<file path="src/design/sensor_misc_config_regs.svh">
// Register offsets, field positions, reset values and counts for the misc configuration bank.
`ifndef SENSOR_MISC_CONFIG_REGS_SVH
`define SENSOR_MISC_CONFIG_REGS_SVH

// Register offsets in the upper page.
`define ADDR_GENERAL_CONFIG 8'hBF
`define ADDR_HALT_STATUS 8'hBC
`define ADDR_SLEEP_ON_IRQ_CONFIG 8'hC7
`define ADDR_SYSTEM_IRQ_ENABLE_CONFIG 8'hCA
`define ADDR_READOUT_SEQUENCE_CONFIG 8'hD6
`define ADDR_SWITCH_MATRIX_COMMAND_CONFIG 8'hF5

// Page boundaries.
`define PAGE_HIGH_BASE 8'h80
`define PAGE_LOW_BASE 8'h20

// Field positions.
`define BIT_IDLE_ECONOMY 5
`define BIT_PAGE_SELECT 4
`define BIT_WAIT_STRETCH 2
`define BIT_HALT_ON_IRQ 4
`define BIT_IRQ_HALT_FLAG 1
`define BIT_FLICKER_IRQ_EN 6
`define BIT_MATRIX_DONE_IRQ_EN 4
`define BIT_BYTE_QUEUE 7
`define SWEEP_MSB 6
`define SWEEP_LSB 5
`define CMD_MSB 4
`define CMD_LSB 3

// Reset values.
`define RESET_GENERAL_CONFIG 8'h00
`define RESET_SLEEP_ON_IRQ_LOW 4'hC
`define RESET_SYSTEM_IRQ_ENABLE 8'h00
`define RESET_READOUT_SEQUENCE 8'h00
`define RESET_SWITCH_MATRIX_CMD 8'h00

// Counts.
`define WAIT_STRETCH_SHIFT 4
`define FLICKER_BYTE_MAX 8'hFF
`define SLOTS_PER_CYCLE 5'h06
`define FLICKER_STATUS_W 6

`endif

</file>
<file path="src/design/sensor_misc_pkg.sv">
// Types shared by the misc configuration bank modules.
package sensor_misc_pkg;

  // Switch matrix command codes.
  typedef enum logic [1:0] {
    SM_INIT_FROM_ROM = 2'h0,
    SM_READ_TO_RAM = 2'h1,
    SM_WRITE_FROM_RAM = 2'h2,
    SM_RESERVED = 2'h3
  } sm_cmd_e;

  // Channel sweep selections.
  typedef enum logic [1:0] {
    SWEEP_6 = 2'h0,
    SWEEP_RESERVED = 2'h1,
    SWEEP_12 = 2'h2,
    SWEEP_18 = 2'h3
  } sweep_e;

  // Measurement sequencer states.
  typedef enum logic [1:0] {
    SEQ_IDLE,
    SEQ_CYCLE1,
    SEQ_CYCLE2,
    SEQ_CYCLE3
  } seq_state_e;

endpackage

</file>
<file path="src/design/change_event_if.sv">
// Carrier between a watched level and its change detector.
`timescale 1ns/10ps
interface change_event_if #(parameter int W = 1);
  logic [W-1:0] level; // Level being watched.
  logic changed; // Any bit differs from last cycle.
  logic rose; // Bit 0 went from low to high.
  modport source (output level, input changed, input rose);
  modport detector (input level, output changed, output rose);
endinterface

</file>
<file path="src/design/change_detect.sv">
// Change detector on a level of parameterised width, with a rising-edge detector on bit 0 only.
`timescale 1ns/10ps
module change_detect #(
  parameter int W = 1
) (
  input wire logic clk,
  input wire logic rst,
  change_event_if.detector ev
);
  logic [W-1:0] last_reg; // Level seen on the previous edge.

  // Hold the previous level; reset to zero so a level high out of reset counts as a rise.
  always_ff @(posedge clk) begin
    if (rst) begin
      last_reg <= '0;
    end else begin
      last_reg <= ev.level;
    end
  end

  // Combinational so the owner can register the event in the same cycle.
  assign ev.changed = (ev.level != last_reg);
  assign ev.rose = ev.level[0] & ~last_reg[0];
endmodule

</file>
<file path="src/design/sensor_misc_config_regs.sv">
// Miscellaneous configuration register bank with halt, matrix command and sweep sequencing.
`timescale 1ns/10ps
`include "sensor_misc_config_regs.svh"
module sensor_misc_config_regs
  import sensor_misc_pkg::*;
(
  input wire logic clk,
  input wire logic rst,
  input wire logic [7:0] reg_addr,
  input wire logic reg_wr,
  input wire logic [7:0] reg_wdata,
  input wire logic reg_rd,
  output logic [7:0] reg_rdata,
  output logic lower_page_sel,
  input wire logic all_idle,
  output logic low_power_mode,
  input wire logic [7:0] wait_interval_setting,
  output logic [11:0] wait_interval_eff,
  input wire logic irq_pending,
  output logic osc_run,
  output logic irq_halt_flag,
  input wire logic switch_matrix_go,
  input wire logic sm_done,
  output logic sm_start,
  output logic [1:0] sm_cmd,
  output logic sm_busy,
  input wire logic [5:0] flicker_status,
  output logic sys_irq,
  input wire logic flicker_valid,
  input wire logic [15:0] flicker_sample,
  output logic flicker_wr,
  output logic [15:0] flicker_data,
  input wire logic meas_start,
  input wire logic cycle_done,
  output logic meas_busy,
  output logic meas_done,
  output logic [1:0] cycle_num,
  output logic [4:0] slot_base,
  output logic [1:0] clear_pd_sel
);

  ////////////////////////////////////////////////////////////////////////////////
  // Register storage and access decode.

  logic idle_economy_reg; // Low power idle enable.
  logic page_select_reg; // 1 routes accesses to the lower page.
  logic wait_stretch_x16_reg; // Multiply wait interval by sixteen.
  logic halt_on_irq_enable_reg; // Stop oscillator while an interrupt is active.
  logic flicker_sys_irq_enable_reg; // System interrupt on flicker status change.
  logic matrix_done_irq_enable_reg; // System interrupt on matrix completion.
  logic flicker_byte_queue_mode_reg; // 8-bit flicker storage.
  sweep_e sweep_sel_reg; // Channel sweep select field.
  sm_cmd_e sm_cmd_field_reg; // Switch matrix command field.
  logic halt_flag_reg; // Interrupt halt flag.
  logic upper_ok; // Address lies in the upper page and that page is selected.
  logic [7:0] read_mux; // Read value before the output flop.

  // Whole-register reset words held as constants, so that single fields can be picked out.
  localparam logic [7:0] GEN_CFG_RST = `RESET_GENERAL_CONFIG;
  localparam logic [7:0] SYS_IRQ_EN_RST = `RESET_SYSTEM_IRQ_ENABLE;
  localparam logic [7:0] READOUT_RST = `RESET_READOUT_SEQUENCE;
  localparam logic [7:0] SM_CMD_RST = `RESET_SWITCH_MATRIX_CMD;

  // The general config register stays reachable from both pages; otherwise the page bit
  // could never be cleared once set.
  // page routing
  assign upper_ok = (reg_addr >= `PAGE_HIGH_BASE) && !page_select_reg;
  assign lower_page_sel = page_select_reg;

  // Configuration writes; only documented fields are stored, so reserved bits ignore writes.
  // reserved bits fixed
  always_ff @(posedge clk) begin
    if (rst) begin
      idle_economy_reg <= GEN_CFG_RST[`BIT_IDLE_ECONOMY];
      page_select_reg <= GEN_CFG_RST[`BIT_PAGE_SELECT];
      wait_stretch_x16_reg <= GEN_CFG_RST[`BIT_WAIT_STRETCH];
      halt_on_irq_enable_reg <= 1'b0;
      flicker_sys_irq_enable_reg <= SYS_IRQ_EN_RST[`BIT_FLICKER_IRQ_EN];
      matrix_done_irq_enable_reg <= SYS_IRQ_EN_RST[`BIT_MATRIX_DONE_IRQ_EN];
      flicker_byte_queue_mode_reg <= READOUT_RST[`BIT_BYTE_QUEUE];
      sweep_sel_reg <= sweep_e'(READOUT_RST[`SWEEP_MSB:`SWEEP_LSB]);
      sm_cmd_field_reg <= sm_cmd_e'(SM_CMD_RST[`CMD_MSB:`CMD_LSB]);
    end else if (reg_wr) begin
      if (reg_addr == `ADDR_GENERAL_CONFIG) begin
        idle_economy_reg <= reg_wdata[`BIT_IDLE_ECONOMY];
        page_select_reg <= reg_wdata[`BIT_PAGE_SELECT];
        wait_stretch_x16_reg <= reg_wdata[`BIT_WAIT_STRETCH];
      end else if (upper_ok) begin
        unique case (reg_addr)
          `ADDR_SLEEP_ON_IRQ_CONFIG: begin
            halt_on_irq_enable_reg <= reg_wdata[`BIT_HALT_ON_IRQ];
          end
          `ADDR_SYSTEM_IRQ_ENABLE_CONFIG: begin
            flicker_sys_irq_enable_reg <= reg_wdata[`BIT_FLICKER_IRQ_EN];
            matrix_done_irq_enable_reg <= reg_wdata[`BIT_MATRIX_DONE_IRQ_EN];
          end
          `ADDR_READOUT_SEQUENCE_CONFIG: begin
            flicker_byte_queue_mode_reg <= reg_wdata[`BIT_BYTE_QUEUE];
            sweep_sel_reg <= sweep_e'(reg_wdata[`SWEEP_MSB:`SWEEP_LSB]);
          end
          `ADDR_SWITCH_MATRIX_COMMAND_CONFIG: begin
            sm_cmd_field_reg <= sm_cmd_e'(reg_wdata[`CMD_MSB:`CMD_LSB]);
          end
          default: begin
            // Halt status writes are decoded with the halt flag; other upper-page offsets belong to blocks outside this bank.
          end
        endcase
      end
    end
  end

  // Read multiplexer; out-of-page and unknown offsets read zero.
  always_comb begin
    read_mux = 8'h00;
    if (reg_addr == `ADDR_GENERAL_CONFIG) begin
      read_mux[`BIT_IDLE_ECONOMY] = idle_economy_reg;
      read_mux[`BIT_PAGE_SELECT] = page_select_reg;
      read_mux[`BIT_WAIT_STRETCH] = wait_stretch_x16_reg;
    end else if (upper_ok) begin
      unique case (reg_addr)
        `ADDR_HALT_STATUS: read_mux[`BIT_IRQ_HALT_FLAG] = halt_flag_reg;
        `ADDR_SLEEP_ON_IRQ_CONFIG: begin
          read_mux[3:0] = `RESET_SLEEP_ON_IRQ_LOW;
          read_mux[`BIT_HALT_ON_IRQ] = halt_on_irq_enable_reg;
        end
        `ADDR_SYSTEM_IRQ_ENABLE_CONFIG: begin
          read_mux[`BIT_FLICKER_IRQ_EN] = flicker_sys_irq_enable_reg;
          read_mux[`BIT_MATRIX_DONE_IRQ_EN] = matrix_done_irq_enable_reg;
        end
        `ADDR_READOUT_SEQUENCE_CONFIG: begin
          read_mux[`BIT_BYTE_QUEUE] = flicker_byte_queue_mode_reg;
          read_mux[`SWEEP_MSB:`SWEEP_LSB] = sweep_sel_reg;
        end
        `ADDR_SWITCH_MATRIX_COMMAND_CONFIG: read_mux[`CMD_MSB:`CMD_LSB] = sm_cmd_field_reg;
        default: read_mux = 8'h00;
      endcase
    end
  end

  // Read data is registered and held until the next read.
  always_ff @(posedge clk) begin
    if (rst) begin
      reg_rdata <= 8'h00;
    end else if (reg_rd) begin
      reg_rdata <= read_mux;
    end
  end

  ////////////////////////////////////////////////////////////////////////////////
  // Power: idle economy, wait stretch and halt on interrupt.

  always_ff @(posedge clk) begin
    if (rst) begin
      low_power_mode <= 1'b0;
    end else begin
      low_power_mode <= idle_economy_reg && all_idle;
    end
  end

  always_ff @(posedge clk) begin
    if (rst) begin
      wait_interval_eff <= 12'h000;
    end else if (wait_stretch_x16_reg) begin
      wait_interval_eff <= {wait_interval_setting, 4'h0};
    end else begin
      wait_interval_eff <= {4'h0, wait_interval_setting};
    end
  end

  // Halt flag: set wins over the host's clear, and a clear while an interrupt is still
  // pending is ignored, so the oscillator never restarts into a live interrupt.
  // halt flag set
  always_ff @(posedge clk) begin
    if (rst) begin
      halt_flag_reg <= 1'b0;
    end else if (halt_on_irq_enable_reg && irq_pending) begin
      halt_flag_reg <= 1'b1;
    end else if (reg_wr && upper_ok && reg_addr == `ADDR_HALT_STATUS
                 && reg_wdata[`BIT_IRQ_HALT_FLAG] && !irq_pending) begin
      halt_flag_reg <= 1'b0;
    end
  end
  assign irq_halt_flag = halt_flag_reg;
  assign osc_run = !halt_flag_reg;

  ////////////////////////////////////////////////////////////////////////////////
  // Switch matrix command and system interrupt.

  change_event_if #(.W(1)) go_ev ();
  change_event_if #(.W(`FLICKER_STATUS_W)) fd_ev ();
  assign go_ev.level = switch_matrix_go;
  assign fd_ev.level = flicker_status;

  change_detect #(.W(1)) go_det (.clk(clk), .rst(rst), .ev(go_ev));
  change_detect #(.W(`FLICKER_STATUS_W)) fd_det (.clk(clk), .rst(rst), .ev(fd_ev));

  // Launch on the go bit's rising edge; the command is captured at launch, which also
  // shields the engine from a host that breaks the no-change-while-busy contract.
  // command on go
  always_ff @(posedge clk) begin
    if (rst) begin
      sm_start <= 1'b0;
      sm_busy <= 1'b0;
      sm_cmd <= 2'h0;
    end else begin
      sm_start <= 1'b0;
      if (go_ev.rose && !sm_busy && sm_cmd_field_reg != SM_RESERVED) begin
        sm_start <= 1'b1;
        sm_busy <= 1'b1;
        sm_cmd <= sm_cmd_field_reg;
      end else if (sm_done) begin
        sm_busy <= 1'b0;
      end
    end
  end

  always_ff @(posedge clk) begin
    if (rst) begin
      sys_irq <= 1'b0;
    end else begin
      sys_irq <= (flicker_sys_irq_enable_reg && fd_ev.changed)
                 || (matrix_done_irq_enable_reg && sm_done);
    end
  end

  ////////////////////////////////////////////////////////////////////////////////
  // Flicker sample storage width.

  always_ff @(posedge clk) begin
    if (rst) begin
      flicker_wr <= 1'b0;
      flicker_data <= 16'h0000;
    end else begin
      flicker_wr <= flicker_valid;
      if (flicker_valid) begin
        if (!flicker_byte_queue_mode_reg) begin
          flicker_data <= flicker_sample;
        end else if (flicker_sample[15:8] != 8'h00) begin
          flicker_data <= {8'h00, `FLICKER_BYTE_MAX};
        end else begin
          flicker_data <= {8'h00, flicker_sample[7:0]};
        end
      end
    end
  end

  ////////////////////////////////////////////////////////////////////////////////
  // Automatic channel sweep sequencer.

  seq_state_e seq_reg; // Current cycle of the measurement.
  sweep_e sweep_run_reg; // Sweep captured at start; later field writes do not disturb it.

  // Step through the cycles; the reserved sweep value runs as a single cycle.
  // six-channel sweep
  always_ff @(posedge clk) begin
    if (rst) begin
      seq_reg <= SEQ_IDLE;
      sweep_run_reg <= SWEEP_6;
      meas_done <= 1'b0;
    end else begin
      meas_done <= 1'b0;
      unique case (seq_reg)
        SEQ_IDLE: begin
          if (meas_start) begin
            seq_reg <= SEQ_CYCLE1;
            sweep_run_reg <= sweep_sel_reg;
          end
        end
        SEQ_CYCLE1: begin
          if (cycle_done) begin
            if (sweep_run_reg == SWEEP_12 || sweep_run_reg == SWEEP_18) begin
              seq_reg <= SEQ_CYCLE2;
            end else begin
              seq_reg <= SEQ_IDLE;
              meas_done <= 1'b1;
            end
          end
        end
        SEQ_CYCLE2: begin
          if (cycle_done) begin
            if (sweep_run_reg == SWEEP_18) begin
              seq_reg <= SEQ_CYCLE3;
            end else begin
              seq_reg <= SEQ_IDLE;
              meas_done <= 1'b1;
            end
          end
        end
        SEQ_CYCLE3: begin
          if (cycle_done) begin
            seq_reg <= SEQ_IDLE;
            meas_done <= 1'b1;
          end
        end
      endcase
    end
  end

  // Cycle number picks the photodiode group; slot base places results in the data slots.
  // data slot placement
  always_comb begin
    unique case (seq_reg)
      SEQ_CYCLE2: cycle_num = 2'h1;
      SEQ_CYCLE3: cycle_num = 2'h2;
      default: cycle_num = 2'h0;
    endcase
  end
  assign slot_base = (cycle_num == 2'h0) ? 5'h00
                   : (cycle_num == 2'h1) ? `SLOTS_PER_CYCLE : `SLOTS_PER_CYCLE + `SLOTS_PER_CYCLE;
  assign meas_busy = (seq_reg != SEQ_IDLE);
  assign clear_pd_sel = 2'h0;

  ////////////////////////////////////////////////////////////////////////////////
  // Checks.

  chk_low_power: assert property (@(posedge clk) disable iff (rst)
    idle_economy_reg && all_idle |=> low_power_mode) else $error("low power not entered");
  chk_page_block: assert property (@(posedge clk) disable iff (rst)
    reg_rd && reg_addr >= `PAGE_LOW_BASE && reg_addr < `PAGE_HIGH_BASE && !page_select_reg
    |=> reg_rdata == 8'h00) else $error("lower page readable while deselected");
  chk_wait_stretch: assert property (@(posedge clk) disable iff (rst)
    wait_stretch_x16_reg |=> wait_interval_eff == {$past(wait_interval_setting), 4'h0})
    else $error("wait not stretched");
  chk_halt_sets: assert property (@(posedge clk) disable iff (rst)
    halt_on_irq_enable_reg && irq_pending |=> irq_halt_flag && !osc_run)
    else $error("halt not entered");
  chk_halt_holds: assert property (@(posedge clk) disable iff (rst)
    irq_halt_flag && irq_pending |=> irq_halt_flag) else $error("restart with pending irq");
  chk_sm_launch: assert property (@(posedge clk) disable iff (rst)
    go_ev.rose && !sm_busy && sm_cmd_field_reg != SM_RESERVED
    |=> sm_start && sm_cmd == $past(sm_cmd_field_reg)) else $error("matrix command not launched");
  chk_sm_reserved: assert property (@(posedge clk) disable iff (rst)
    sm_cmd_field_reg == SM_RESERVED && !sm_busy |=> !sm_start) else $error("reserved launched");
  chk_done_irq: assert property (@(posedge clk) disable iff (rst)
    matrix_done_irq_enable_reg && sm_done |=> sys_irq) else $error("done irq missing");
  chk_fd_irq: assert property (@(posedge clk) disable iff (rst)
    flicker_sys_irq_enable_reg && fd_ev.changed |=> sys_irq) else $error("flicker irq missing");
  chk_byte_clamp: assert property (@(posedge clk) disable iff (rst)
    flicker_valid && flicker_byte_queue_mode_reg && flicker_sample > 16'h00FF
    |=> flicker_data == 16'h00FF) else $error("flicker sample not clamped");
  chk_six_done: assert property (@(posedge clk) disable iff (rst)
    seq_reg == SEQ_CYCLE1 && cycle_done && sweep_run_reg == SWEEP_6
    |=> meas_done && !meas_busy) else $error("six channel sweep overran");
  chk_eighteen: assert property (@(posedge clk) disable iff (rst)
    seq_reg == SEQ_CYCLE2 && cycle_done && sweep_run_reg == SWEEP_18
    |=> seq_reg == SEQ_CYCLE3 && slot_base == 5'h0C) else $error("third cycle skipped");

  cov_halt: cover property (@(posedge clk) disable iff (rst) $rose(irq_halt_flag));
  cov_restart: cover property (@(posedge clk) disable iff (rst) $fell(irq_halt_flag));
  cov_sweep18: cover property (@(posedge clk) disable iff (rst)
    meas_done && sweep_run_reg == SWEEP_18);
  cov_sm_start: cover property (@(posedge clk) disable iff (rst) sm_start);

endmodule

</file>
<file path="config.mk">
export PLATFORM = sky130hd
export DESIGN_NAME = sensor_misc_config_regs
export DESIGN_NICKNAME = d
export VERILOG_FILES = /design/src/design/sensor_misc_pkg.sv /design/src/design/change_event_if.sv /design/src/design/change_detect.sv /design/src/design/sensor_misc_config_regs.sv
export VERILOG_INCLUDE_DIRS = /design/src /design/src/design
export SDC_FILE = /design/constraint.sdc
export NUM_CORES = 1
export LEC_CHECK = 0
export BUFFER_PORTS_ARGS = -buffer_cell sky130_fd_sc_hd__buf_2
export CORE_ASPECT_RATIO = 2
export CORE_UTILIZATION = 51
export DETAILED_ROUTE_END_ITERATION = 7
export GPL_ROUTABILITY_DRIVEN = 0
export PLACE_DENSITY = 0.92
export SYNTH_ARGS = -nofsm -noshare
export SYNTH_HDL_FRONTEND = slang
export SYNTH_SLANG_ARGS = --single-unit
</file>
<file path="constraint.sdc">
create_clock -name clk -period 2.5 [get_ports clk]
set_clock_uncertainty 0.1 [all_clocks]
set_input_delay 0.125 -clock clk [delete_from_list [all_inputs] [get_ports clk]]
set_output_delay 0.125 -clock clk [all_outputs]
set_load 0.03 [all_outputs]
</file>
==> out/metrics.yaml, run 1 <==
final_layout:
  syn_to_final_growth_pct: 41.38
  finish.net_count: 511
  final_core_utilization_pct: 76.01
  drive_above_1_share_pct: 29.07
  flip_flop_count_of_the_largest_register_all_copies_and_words_added: 16
  largest_register: "flicker_data"
  n_antenna_cell: 0
  biggestRegsByFlops: "flicker_data (16), wait_interval_eff (12), reg_rdata (7)"
power:
  power.combinational.fraction_pct: 14.4
  power_uw: 2427
  power.density_nw_per_um2: 615.8
  sequentialPowerShare_pct: 45.5
  largest_vdd_supply_drop_mv: 0.7222
  internal_power_uw: 1794
  power.share.clock_pct: 40.1
  netSwitchingPower_uw: 633.5
  p_sw_share_pct: 26.10
  power_leakage_uw: 0.001784
die:
  die-width_um: 54.28
  die_h_um: 106.6
  initial_core_util_pct: 53.76
  floorplan.die_area_um2: 5784
  floorplan.rows: 37
  core_area_um2: 5185
  io_pins: 114
yosys:
  post_synth_inst_count: 304
  netlist.area_leader.share_pct: 47.40
  synthDominantAreaCellType: "sky130_fd_sc_hd__dfxtp_1"
  post_synth_main_area_contributors: "sky130_fd_sc_hd__dfxtp_1, sky130_fd_sc_hd__nor2_1, sky130_fd_sc_hd__mux2i_1, sky130_fd_sc_hd__nor2b_1, sky130_fd_sc_hd__a21oi_1"
  syn_warnings: 0
  netlist_top_cells_count: "sky130_fd_sc_hd__dfxtp_1, sky130_fd_sc_hd__nor2_1, sky130_fd_sc_hd__a21oi_1"
  post_synthesis_async_set_or_reset_flop_share_pct: 0
  seq_area_frac_synth_pct: 47.40
  area_of_the_mapped_netlist_um2: 2788
  ys_types: 50
  ys_seq_elements: 66
  yosysMostFrequentCell: "sky130_fd_sc_hd__dfxtp_1"
  synthesis.area_per_instance_um2: 9.170
  synth_enable_flop_cells: 0
  synth-main-ff-cell: "sky130_fd_sc_hd__dfxtp_1"
clocking:
  post_cts_hold_buffer_count: 43
  cts_tree: "yes"
  tritoncts_num_sinks: 66
  clockBufferDepth: 2
  path_clk_slew_ns: 0.07
  master_cell_of_the_clock_root_buffer: "sky130_fd_sc_hd__clkbuf_8"
  htree_num_levels: 3
  post-cts-setup-buffers: 0
  clk-insertion-delay-late_ns: 0.35
  cts_inserted_buffers: 9
  post_cts_resize_count: 0
timing:
  min_period_ns: 2.055
  achievable_freq_ghz: 0.4867
  hold_viol: 0
  finalSetupViolCount: 0
  grt_setup_unrepaired: "no"
  timing.final.ws_setup_ns: 0.4453
  tns_ns: 0
  slew-limit-headroom_pct: 28.82
  drv_slew: 0
  worst_slew_pin_slew_ns: 1.068
  layout_worst_path_cycle_share_pct: 82.19
setup_path:
  crit_chain: "inv_1, ha_1, nor3_1, o22ai_1, or4b_1, a21oi_1"
  critical_path_arrival_ns: 2.22
  worstPathMaxFanout: 7
  criticalPathCategory: "reg -> reg"
  worstSetupStartpointType: "flop"
  crit_required_ns: 2.67
  r2r.worst_path.cells: 6
  critPathCaptureType: "flop"
  library_cell_contributing_the_largest_single_delay_on_the_critical_path: "sky130_fd_sc_hd__or4b_1"
  max_stage_delay_ns: 0.53
outcome:
  status: "finished, final reports clean"
routing:
  drtAntennaViolNets: 0
  drc_violation_total_after_the_first_tritonroute_iteration: 75
  vias: 2736
  viasPerCell: 5.344
  post-route-drc-count: 0
  avgRoutedWirePerCell_um: 14.95
  wirelength_um: 7652
  detail_route.first_pass.iterations: 4
global_route:
  largest_net_degree_at_the_start_of_global_routing: 63
  globalRouteOverflowTotal: 0
  groute.usage.overall_pct: 29.70
  grt_antenna_before_repair: 0
  grt_pass1_vias: 2746
  grt_pass1_wl_um: 12460
worst_hold_path:
  path_class_of_the_lowest_slack_min_delay_path: "in -> reg"
  number_of_cells_traversed_by_the_worst_hold_path: 3
placement:
  estimated_wirelength_of_the_detail_placed_design_um: 4742
  pre_cts_slack_ns: 0.4943
  port_buffers: 107
run:
  number_of_violations_of_the_max_capacitance_limit: 0
-- worst max-delay path, delay by kind of cell (launching register included) --
kind	cells	cell delay, ns
AND/OR/NAND/NOR	2	0.78
flip-flops	1	0.36
AO/OA/AOI/OAI	2	0.35
adder cells (fa/ha/maj)	1	0.29
buffers and inverters	1	0.10
-- cells by family after synthesis --
family                     count (synthesis)  share of synthesized area, %
and+or+nand+nor                          136                         27.11
DFF                                       66                         47.40
AOI/OAI and AO/OA                         49                         11.04
buffers and inverters                     27                         5.161
muxes                                     14                         5.027
xor gates and xnor gates                   6                         1.885
adders and majority gates                  5                         2.244
other                                      1                        0.1345
-- through the flow --
| step | instance area, um2 | hold slack, ns | cells |
|---|---|---|---|
| floorplan | 2803 | 0.1457 | 308 |
| global placement | 3293 | 0.2327 | 453 |
| detailed placement | 3293 | 0.2380 | 453 |
| CTS | 3941 | 0.03438 | 512 |
| global route | 3941 | 0.03492 | 512 |
| finish | 3941 | 0.04162 | 512 |
-- layout by cell type (no fill, tap or decap), drive strengths merged, types with 2 or more instances in the layout --
master,count
dlygate4sd3,43
clkinv,3
a21oi,24
nor3b,4
mux2i,14
o21ai,2
conb,5
bufinv,2
o21a,8
nor2b,21
xnor2,4
nand3,10
a311oi,2
inv,7
nand3b,3
nand2,15
dfxtp,66
nand4,4
and2,9
and4b,2
o22ai,2
clkbuf,9
clkinvlp,2
nor3,3
buf,107
nor2,46
or4,3
ha,5
a211oi,2
nand2b,6
nor4b,2
xor2,2
-- routing by layer --
metal,global-route usage (%),up-vias,part of all wire [%]
met5,0,-,0
met4,17.40,0,3.9
met1,29.39,1266,35
met2,50.70,124,55
li1,-,1314,-
met3,9.156,32,5.6
-- final timing paths --
kind	startpoint	to	slack (ns)
hold / removal	irq_pending	irq_halt_flag	0.04
setup / recovery	seq_reg[0]	seq_reg[1]	0.45
setup reg to reg	seq_reg[0]	seq_reg[1]	0.45
hold reg to reg	reg_rdata[3]	reg_rdata[3]	0.37
-- cell type report --
class,instances,area (um2)
inverters,7,26.28
clock buffers,9,123.9
flip-flops and latches,66,1321
well taps,58,72.57
multi-input cells,215,1338
clock inverters,7,93.84
fillers,362,1244
repair buffers,150,965.9
-- power groups by stage --
stage	combinational [uW]	sequential (uW)	clock, uW
2_1_floorplan	135	1180	0
3_3_place_gp	283	1130	0
3_5_place_dp	291	1130	0
4_1_cts	343	1100	981
5_1_grt	378	1110	1040
6_report	350	1100	974
(Power assumes the default switching activity.)
==> run 2, diff against run 1 <==
--- a/config.mk
+++ b/config.mk
@@ -6,12 +6,13 @@
 export SDC_FILE = /design/constraint.sdc
 export NUM_CORES = 1
 export LEC_CHECK = 0
+export ABC_AREA = 1
 export BUFFER_PORTS_ARGS = -buffer_cell sky130_fd_sc_hd__buf_2
 export CORE_ASPECT_RATIO = 2
-export CORE_UTILIZATION = 51
+export CORE_UTILIZATION = 48
 export DETAILED_ROUTE_END_ITERATION = 7
 export GPL_ROUTABILITY_DRIVEN = 0
-export PLACE_DENSITY = 0.92
+export PLACE_DENSITY = 0.88
 export SYNTH_ARGS = -nofsm -noshare
 export SYNTH_HDL_FRONTEND = slang
 export SYNTH_SLANG_ARGS = --single-unit
==> constraint.sdc (replaced) <==
create_clock -name clk -period 2.1 [get_ports clk]
set_clock_uncertainty 0.1 [all_clocks]
set_input_delay 0.105 -clock clk [delete_from_list [all_inputs] [get_ports clk]]
set_output_delay 0.105 -clock clk [all_outputs]
set_load 0.03 [all_outputs]
==> run 2 against run 1 <==
Against the previous run:
- cell area shrank 0.22%
- utilization shrank 4.7 points
- sequential share of layout area grew 0.075 points
- routed wire length shrank 4.4%
- global-route usage shrank 5.4 points
- area after synthesis is essentially flat
- critical path type unchanged
- setup slack lost 0.084 ns
- die area grew 6.0%
==> out/metrics.yaml, run 2 <==
global_route:
  globalRouteOverflowTotal: 0  # unchanged
  largest_net_degree_at_the_start_of_global_routing: 29  # was 63
  grt_pass1_vias: 2766  # was 2,746
  grt_pass1_wl_um: 11500  # was 12,460 um
  grt_antenna_before_repair: 0  # unchanged
  groute.usage.overall_pct: 24.27  # was 29.70%
placement:
  port_buffers: 107  # unchanged
  pre_cts_slack_ns: 0.6071  # was 0.4943 ns
  placement.cell_area_um2: 3348  # was 3293 um2
  estimated_wirelength_of_the_detail_placed_design_um: 5175  # was 4742 um
  dp_cells: 545  # was 453
yosys:
  area_fraction_in_compound_gates_after_synthesis_pct: 12.71  # was 11.04%
  synth_fa_ha_area_share_pct: 2.245  # was 2.244%
  post_synth_inst_count: 386  # was 304
  synthDominantAreaCellType: "sky130_fd_sc_hd__dfxtp_1"  # unchanged
  synth_area_in_simple_gates_pct: 24.92  # was 27.11%
  ys_seq_elements: 66  # unchanged
  seq_area_frac_synth_pct: 47.42  # was 47.40%
  synth-main-ff-cell: "sky130_fd_sc_hd__dfxtp_1"  # unchanged
  yosysMostFrequentCell: "sky130_fd_sc_hd__nor2_1"  # was sky130_fd_sc_hd__dfxtp_1
  netlist.area_leader.share_pct: 47.42  # was 47.40%
  area_of_the_mapped_netlist_um2: 2786  # was 2788 um2
  synth_xor_area_share_pct: 1.257  # was 1.885%
  synth_enable_flop_cells: 0  # unchanged
  netlist_top_cells_count: "sky130_fd_sc_hd__nor2_1, sky130_fd_sc_hd__dfxtp_1, sky130_fd_sc_hd__inv_1"  # was sky130_fd_sc_hd__dfxtp_1, sky130_fd_sc_hd__nor2_1, sky130_fd_sc_hd__a21oi_1
  yosys-mux-area-fraction_pct: 0  # was 5.027%
  post_synth_main_area_contributors: "sky130_fd_sc_hd__dfxtp_1, sky130_fd_sc_hd__nor2_1, sky130_fd_sc_hd__inv_1, sky130_fd_sc_hd__nand2_1, sky130_fd_sc_hd__a21oi_1"  # was sky130_fd_sc_hd__dfxtp_1, sky130_fd_sc_hd__nor2_1, sky130_fd_sc_hd__mux2i_1, sky130_fd_sc_hd__nor2b_1, sky130_fd_sc_hd__a21oi_1
  dominant_combinational_cell_family_by_area_after_synthesis: "simple AND/OR/NAND/NOR gates"  # unchanged
  synthesis.area_per_instance_um2: 7.219  # was 9.170 um2
  ys_types: 25  # was 50
  syn_warnings: 0  # unchanged
  post_synthesis_async_set_or_reset_flop_share_pct: 0  # unchanged
final_layout:
  finalNonFillerCells: 600  # was 512
  finalInstanceArea_um2: 3933  # was 3941 um2
  biggestRegsByFlops: "flicker_data (16), wait_interval_eff (12), reg_rdata (7)"  # unchanged
  flip_flop_count_of_the_largest_register_all_copies_and_words_added: 16  # unchanged
  drive_above_1_share_pct: 23.89  # was 29.07%
  most_frequent_standard_cell_in_the_layout_excluding_fill_and_tap_cells: "sky130_fd_sc_hd__buf_2"  # unchanged
  layout_common_cells: "sky130_fd_sc_hd__buf_2, sky130_fd_sc_hd__nor2_1, sky130_fd_sc_hd__dfxtp_1"  # was sky130_fd_sc_hd__buf_2, sky130_fd_sc_hd__dfxtp_1, sky130_fd_sc_hd__nor2_1
  filler_cell_count: 436  # was 362
  syn_to_final_growth_pct: 41.13  # was 41.38%
  n_antenna_cell: 0  # unchanged
  finish.net_count: 597  # was 511
  largest_register: "flicker_data"  # unchanged
clocking:
  post_cts_resize_count: 0  # unchanged
  post-cts-setup-buffers: 0  # unchanged
  master_cell_of_the_clock_root_buffer: "sky130_fd_sc_hd__clkbuf_8"  # unchanged
  cts_tree: "yes"  # unchanged
  clockBufferDepth: 2  # unchanged
  htree_num_levels: 3  # unchanged
  clk-insertion-delay-late_ns: 0.33  # was 0.35 ns
  cts_inserted_buffers: 9  # unchanged
  tritoncts_num_sinks: 66  # unchanged
  post_cts_hold_buffer_count: 39  # was 43
  path_clk_slew_ns: 0.07  # about the same
setup_path:
  regToRegStartpoint: "lower_page_sel"  # was seq_reg[0]
  library_cell_contributing_the_largest_single_delay_on_the_critical_path: "sky130_fd_sc_hd__dlygate4sd3_1"  # was sky130_fd_sc_hd__or4b_1
  worstPathMaxFanout: 4  # was 7
  ff2ff_setup_slack_ns: 0.36  # was 0.45 ns
  worstSetupStartpointType: "flop"  # unchanged
  max_stage_delay_ns: 0.54  # was 0.53 ns
  critPathCaptureType: "flop"  # unchanged
  startpoint: "lower_page_sel"  # was seq_reg[0]
  crit_required_ns: 2.22  # was 2.67 ns
  worst_setup_path_endpoint: "irq_halt_flag"  # was seq_reg[1]
  crit_chain: "inv_1, nand2_1, nor2_1, nand3_1, o21a_1, dlygate4sd3_1"  # was inv_1, ha_1, nor3_1, o22ai_1, or4b_1, a21oi_1
  rr_endpoint: "irq_halt_flag"  # was seq_reg[1]
  r2r.worst_path.cells: 6  # unchanged
  critical_path_arrival_ns: 1.86  # was 2.22 ns
  criticalPathCategory: "reg -> reg"  # unchanged
power:
  power.share.clock_pct: 32.6  # was 40.1%
  largest_vdd_supply_drop_mv: 0.7168  # was 0.7222 mV
  netSwitchingPower_uw: 992.7  # was 633.5 uW
  sequentialPowerShare_pct: 43.8  # was 45.5%
  p_sw_share_pct: 31.83  # was 26.10%
  power.density_nw_per_um2: 793.1  # was 615.8 nW/um2
  power_leakage_uw: 0.002014  # was 0.001784 uW
  power.combinational.fraction_pct: 23.5  # was 14.4%
  internal_power_uw: 2126  # was 1794 uW
routing:
  drc_violation_total_after_the_first_tritonroute_iteration: 84  # was 75
  wirelength_um: 7319  # was 7652 um
  detail_route.first_pass.iterations: 4  # unchanged
  vias: 2949  # was 2,736
  viasPerCell: 4.915  # was 5.344
  post-route-drc-count: 0  # unchanged
  avgRoutedWirePerCell_um: 12.20  # was 14.95 um
  drtAntennaViolNets: 0  # unchanged
timing:
  drv_slew: 0  # unchanged
  slew-limit-headroom_pct: 61.77  # was 28.82%
  grt_setup_unrepaired: "no"  # unchanged
  finalSetupViolCount: 0  # unchanged
  timing.final.ws_setup_ns: 0.3616  # was 0.4453 ns
  layout_worst_path_cycle_share_pct: 82.78  # was 82.19%
  achievable_freq_ghz: 0.5752  # was 0.4867 GHz
  tns_ns: 0  # unchanged
  hold_viol: 0  # unchanged
  worst_slew_pin_slew_ns: 0.5696  # was 1.068 ns
  min_period_ns: 1.738  # was 2.055 ns
worst_hold_path:
  number_of_cells_traversed_by_the_worst_hold_path: 4  # was 3
  holdCritStartpoint: "flicker_sample[9]"  # was irq_pending
  path_class_of_the_lowest_slack_min_delay_path: "in -> reg"  # unchanged
die:
  io_pins: 114  # unchanged
  floorplan.die_area_um2: 6132  # was 5784 um2
  die_h_um: 109.8  # was 106.6 um
  core_area_um2: 5515  # was 5185 um2
  floorplan.rows: 38  # was 37
  initial_core_util_pct: 50.52  # was 53.76%
  die-width_um: 55.88  # was 54.28 um
run:
  number_of_violations_of_the_max_capacitance_limit: 0  # unchanged
outcome:
  status: "finished, final reports clean"  # unchanged
[run 2: changes by cell type in the layout (fill, tap and decap cells not counted), sizes merged, moves of 10 or more]
cell and change:
inv +55, nand2 +45, nor2 +24, o21ai +24
nor2b -21, mux2i -14, a21oi +10
[run 2: logic make-up (layout without fill, tap and decap cells)]
logic type | Yosys count | count (layout)
flip-flops | 66 | 66
XOR/XNOR | 4 | 4
adder cells (fa/ha/maj) | 5 | 5
AND/OR/NAND/NOR | 165 | 165
other | 1 | 5
AO/OA/AOI/OAI | 68 | 68
buffers and inverters | 77 | 227
[run 2: worst min-delay path by stage]
| stage | to | slack, ns |
|---|---|---|
| after floorplan | fd_det.last_reg[0] | 0.11 |
| after global placement | go_det.last_reg | 0.23 |
| after detailed placement | go_det.last_reg | 0.23 |
| after CTS | flicker_data[12] | 0.01 |
| after global routing | flicker_data[9] | 0.04 |
| final | flicker_data[9] | 0.04 |
[run 2: power groups by stage]
| stage | Clock [uW] | Combinational, uW | Sequential [uW] |
|---|---|---|---|
| after global routing | 1100 | 800 | 1370 |
| after detailed placement | 0 | 660 | 1390 |
| final | 1020 | 734 | 1370 |
| after global placement | 0 | 622 | 1390 |
| after floorplan | 0 | 395 | 1460 |
| after CTS | 1060 | 717 | 1370 |
[run 2: layout make-up]
type / count / area [um2] / area share (%)
well taps: 60 / 75.07 / 1.909
repair buffers: 148 / 940.9 / 23.93
multi-input cells: 247 / 1165 / 29.62
clock inverters: 7 / 70.07 / 1.782
clock buffers: 9 / 123.9 / 3.150
inverters: 63 / 236.5 / 6.013
flip-flops and latches: 66 / 1321 / 33.60
[run 2: through the flow]
| stage | hold WS, ns | util (%) | power, uW |
|---|---|---|---|
| detailed placement | 0.2321 | 60.71 | 2054 |
| CTS | 0.01101 | 71.30 | 3143 |
| global route | 0.04330 | 71.30 | 3273 |
| finish | 0.03595 | 71.30 | 3119 |
| floorplan | 0.1120 | - | 1860 |
| global placement | 0.2251 | 60.71 | 2011 |
[run 2: worst max-delay path, delay by kind of cell (launching register included)]
family	cells	cell delay, ns
AOI/OAI and AO/OA	1	0.16
buffers and inverters	2	0.61
DFF	1	0.32
and+or+nand+nor	3	0.43
[run 2: metal layers]
metal	track usage (%)	vias to the layer above	wire length [um]	part of all wire, %
li1	-	1497	-	-
met1	21.44	1317	2467	34
met2	48.28	119	4208	57
met3	6.118	16	416	5.7
met4	13.94	0	227	3.1
met5	0	-	0	0
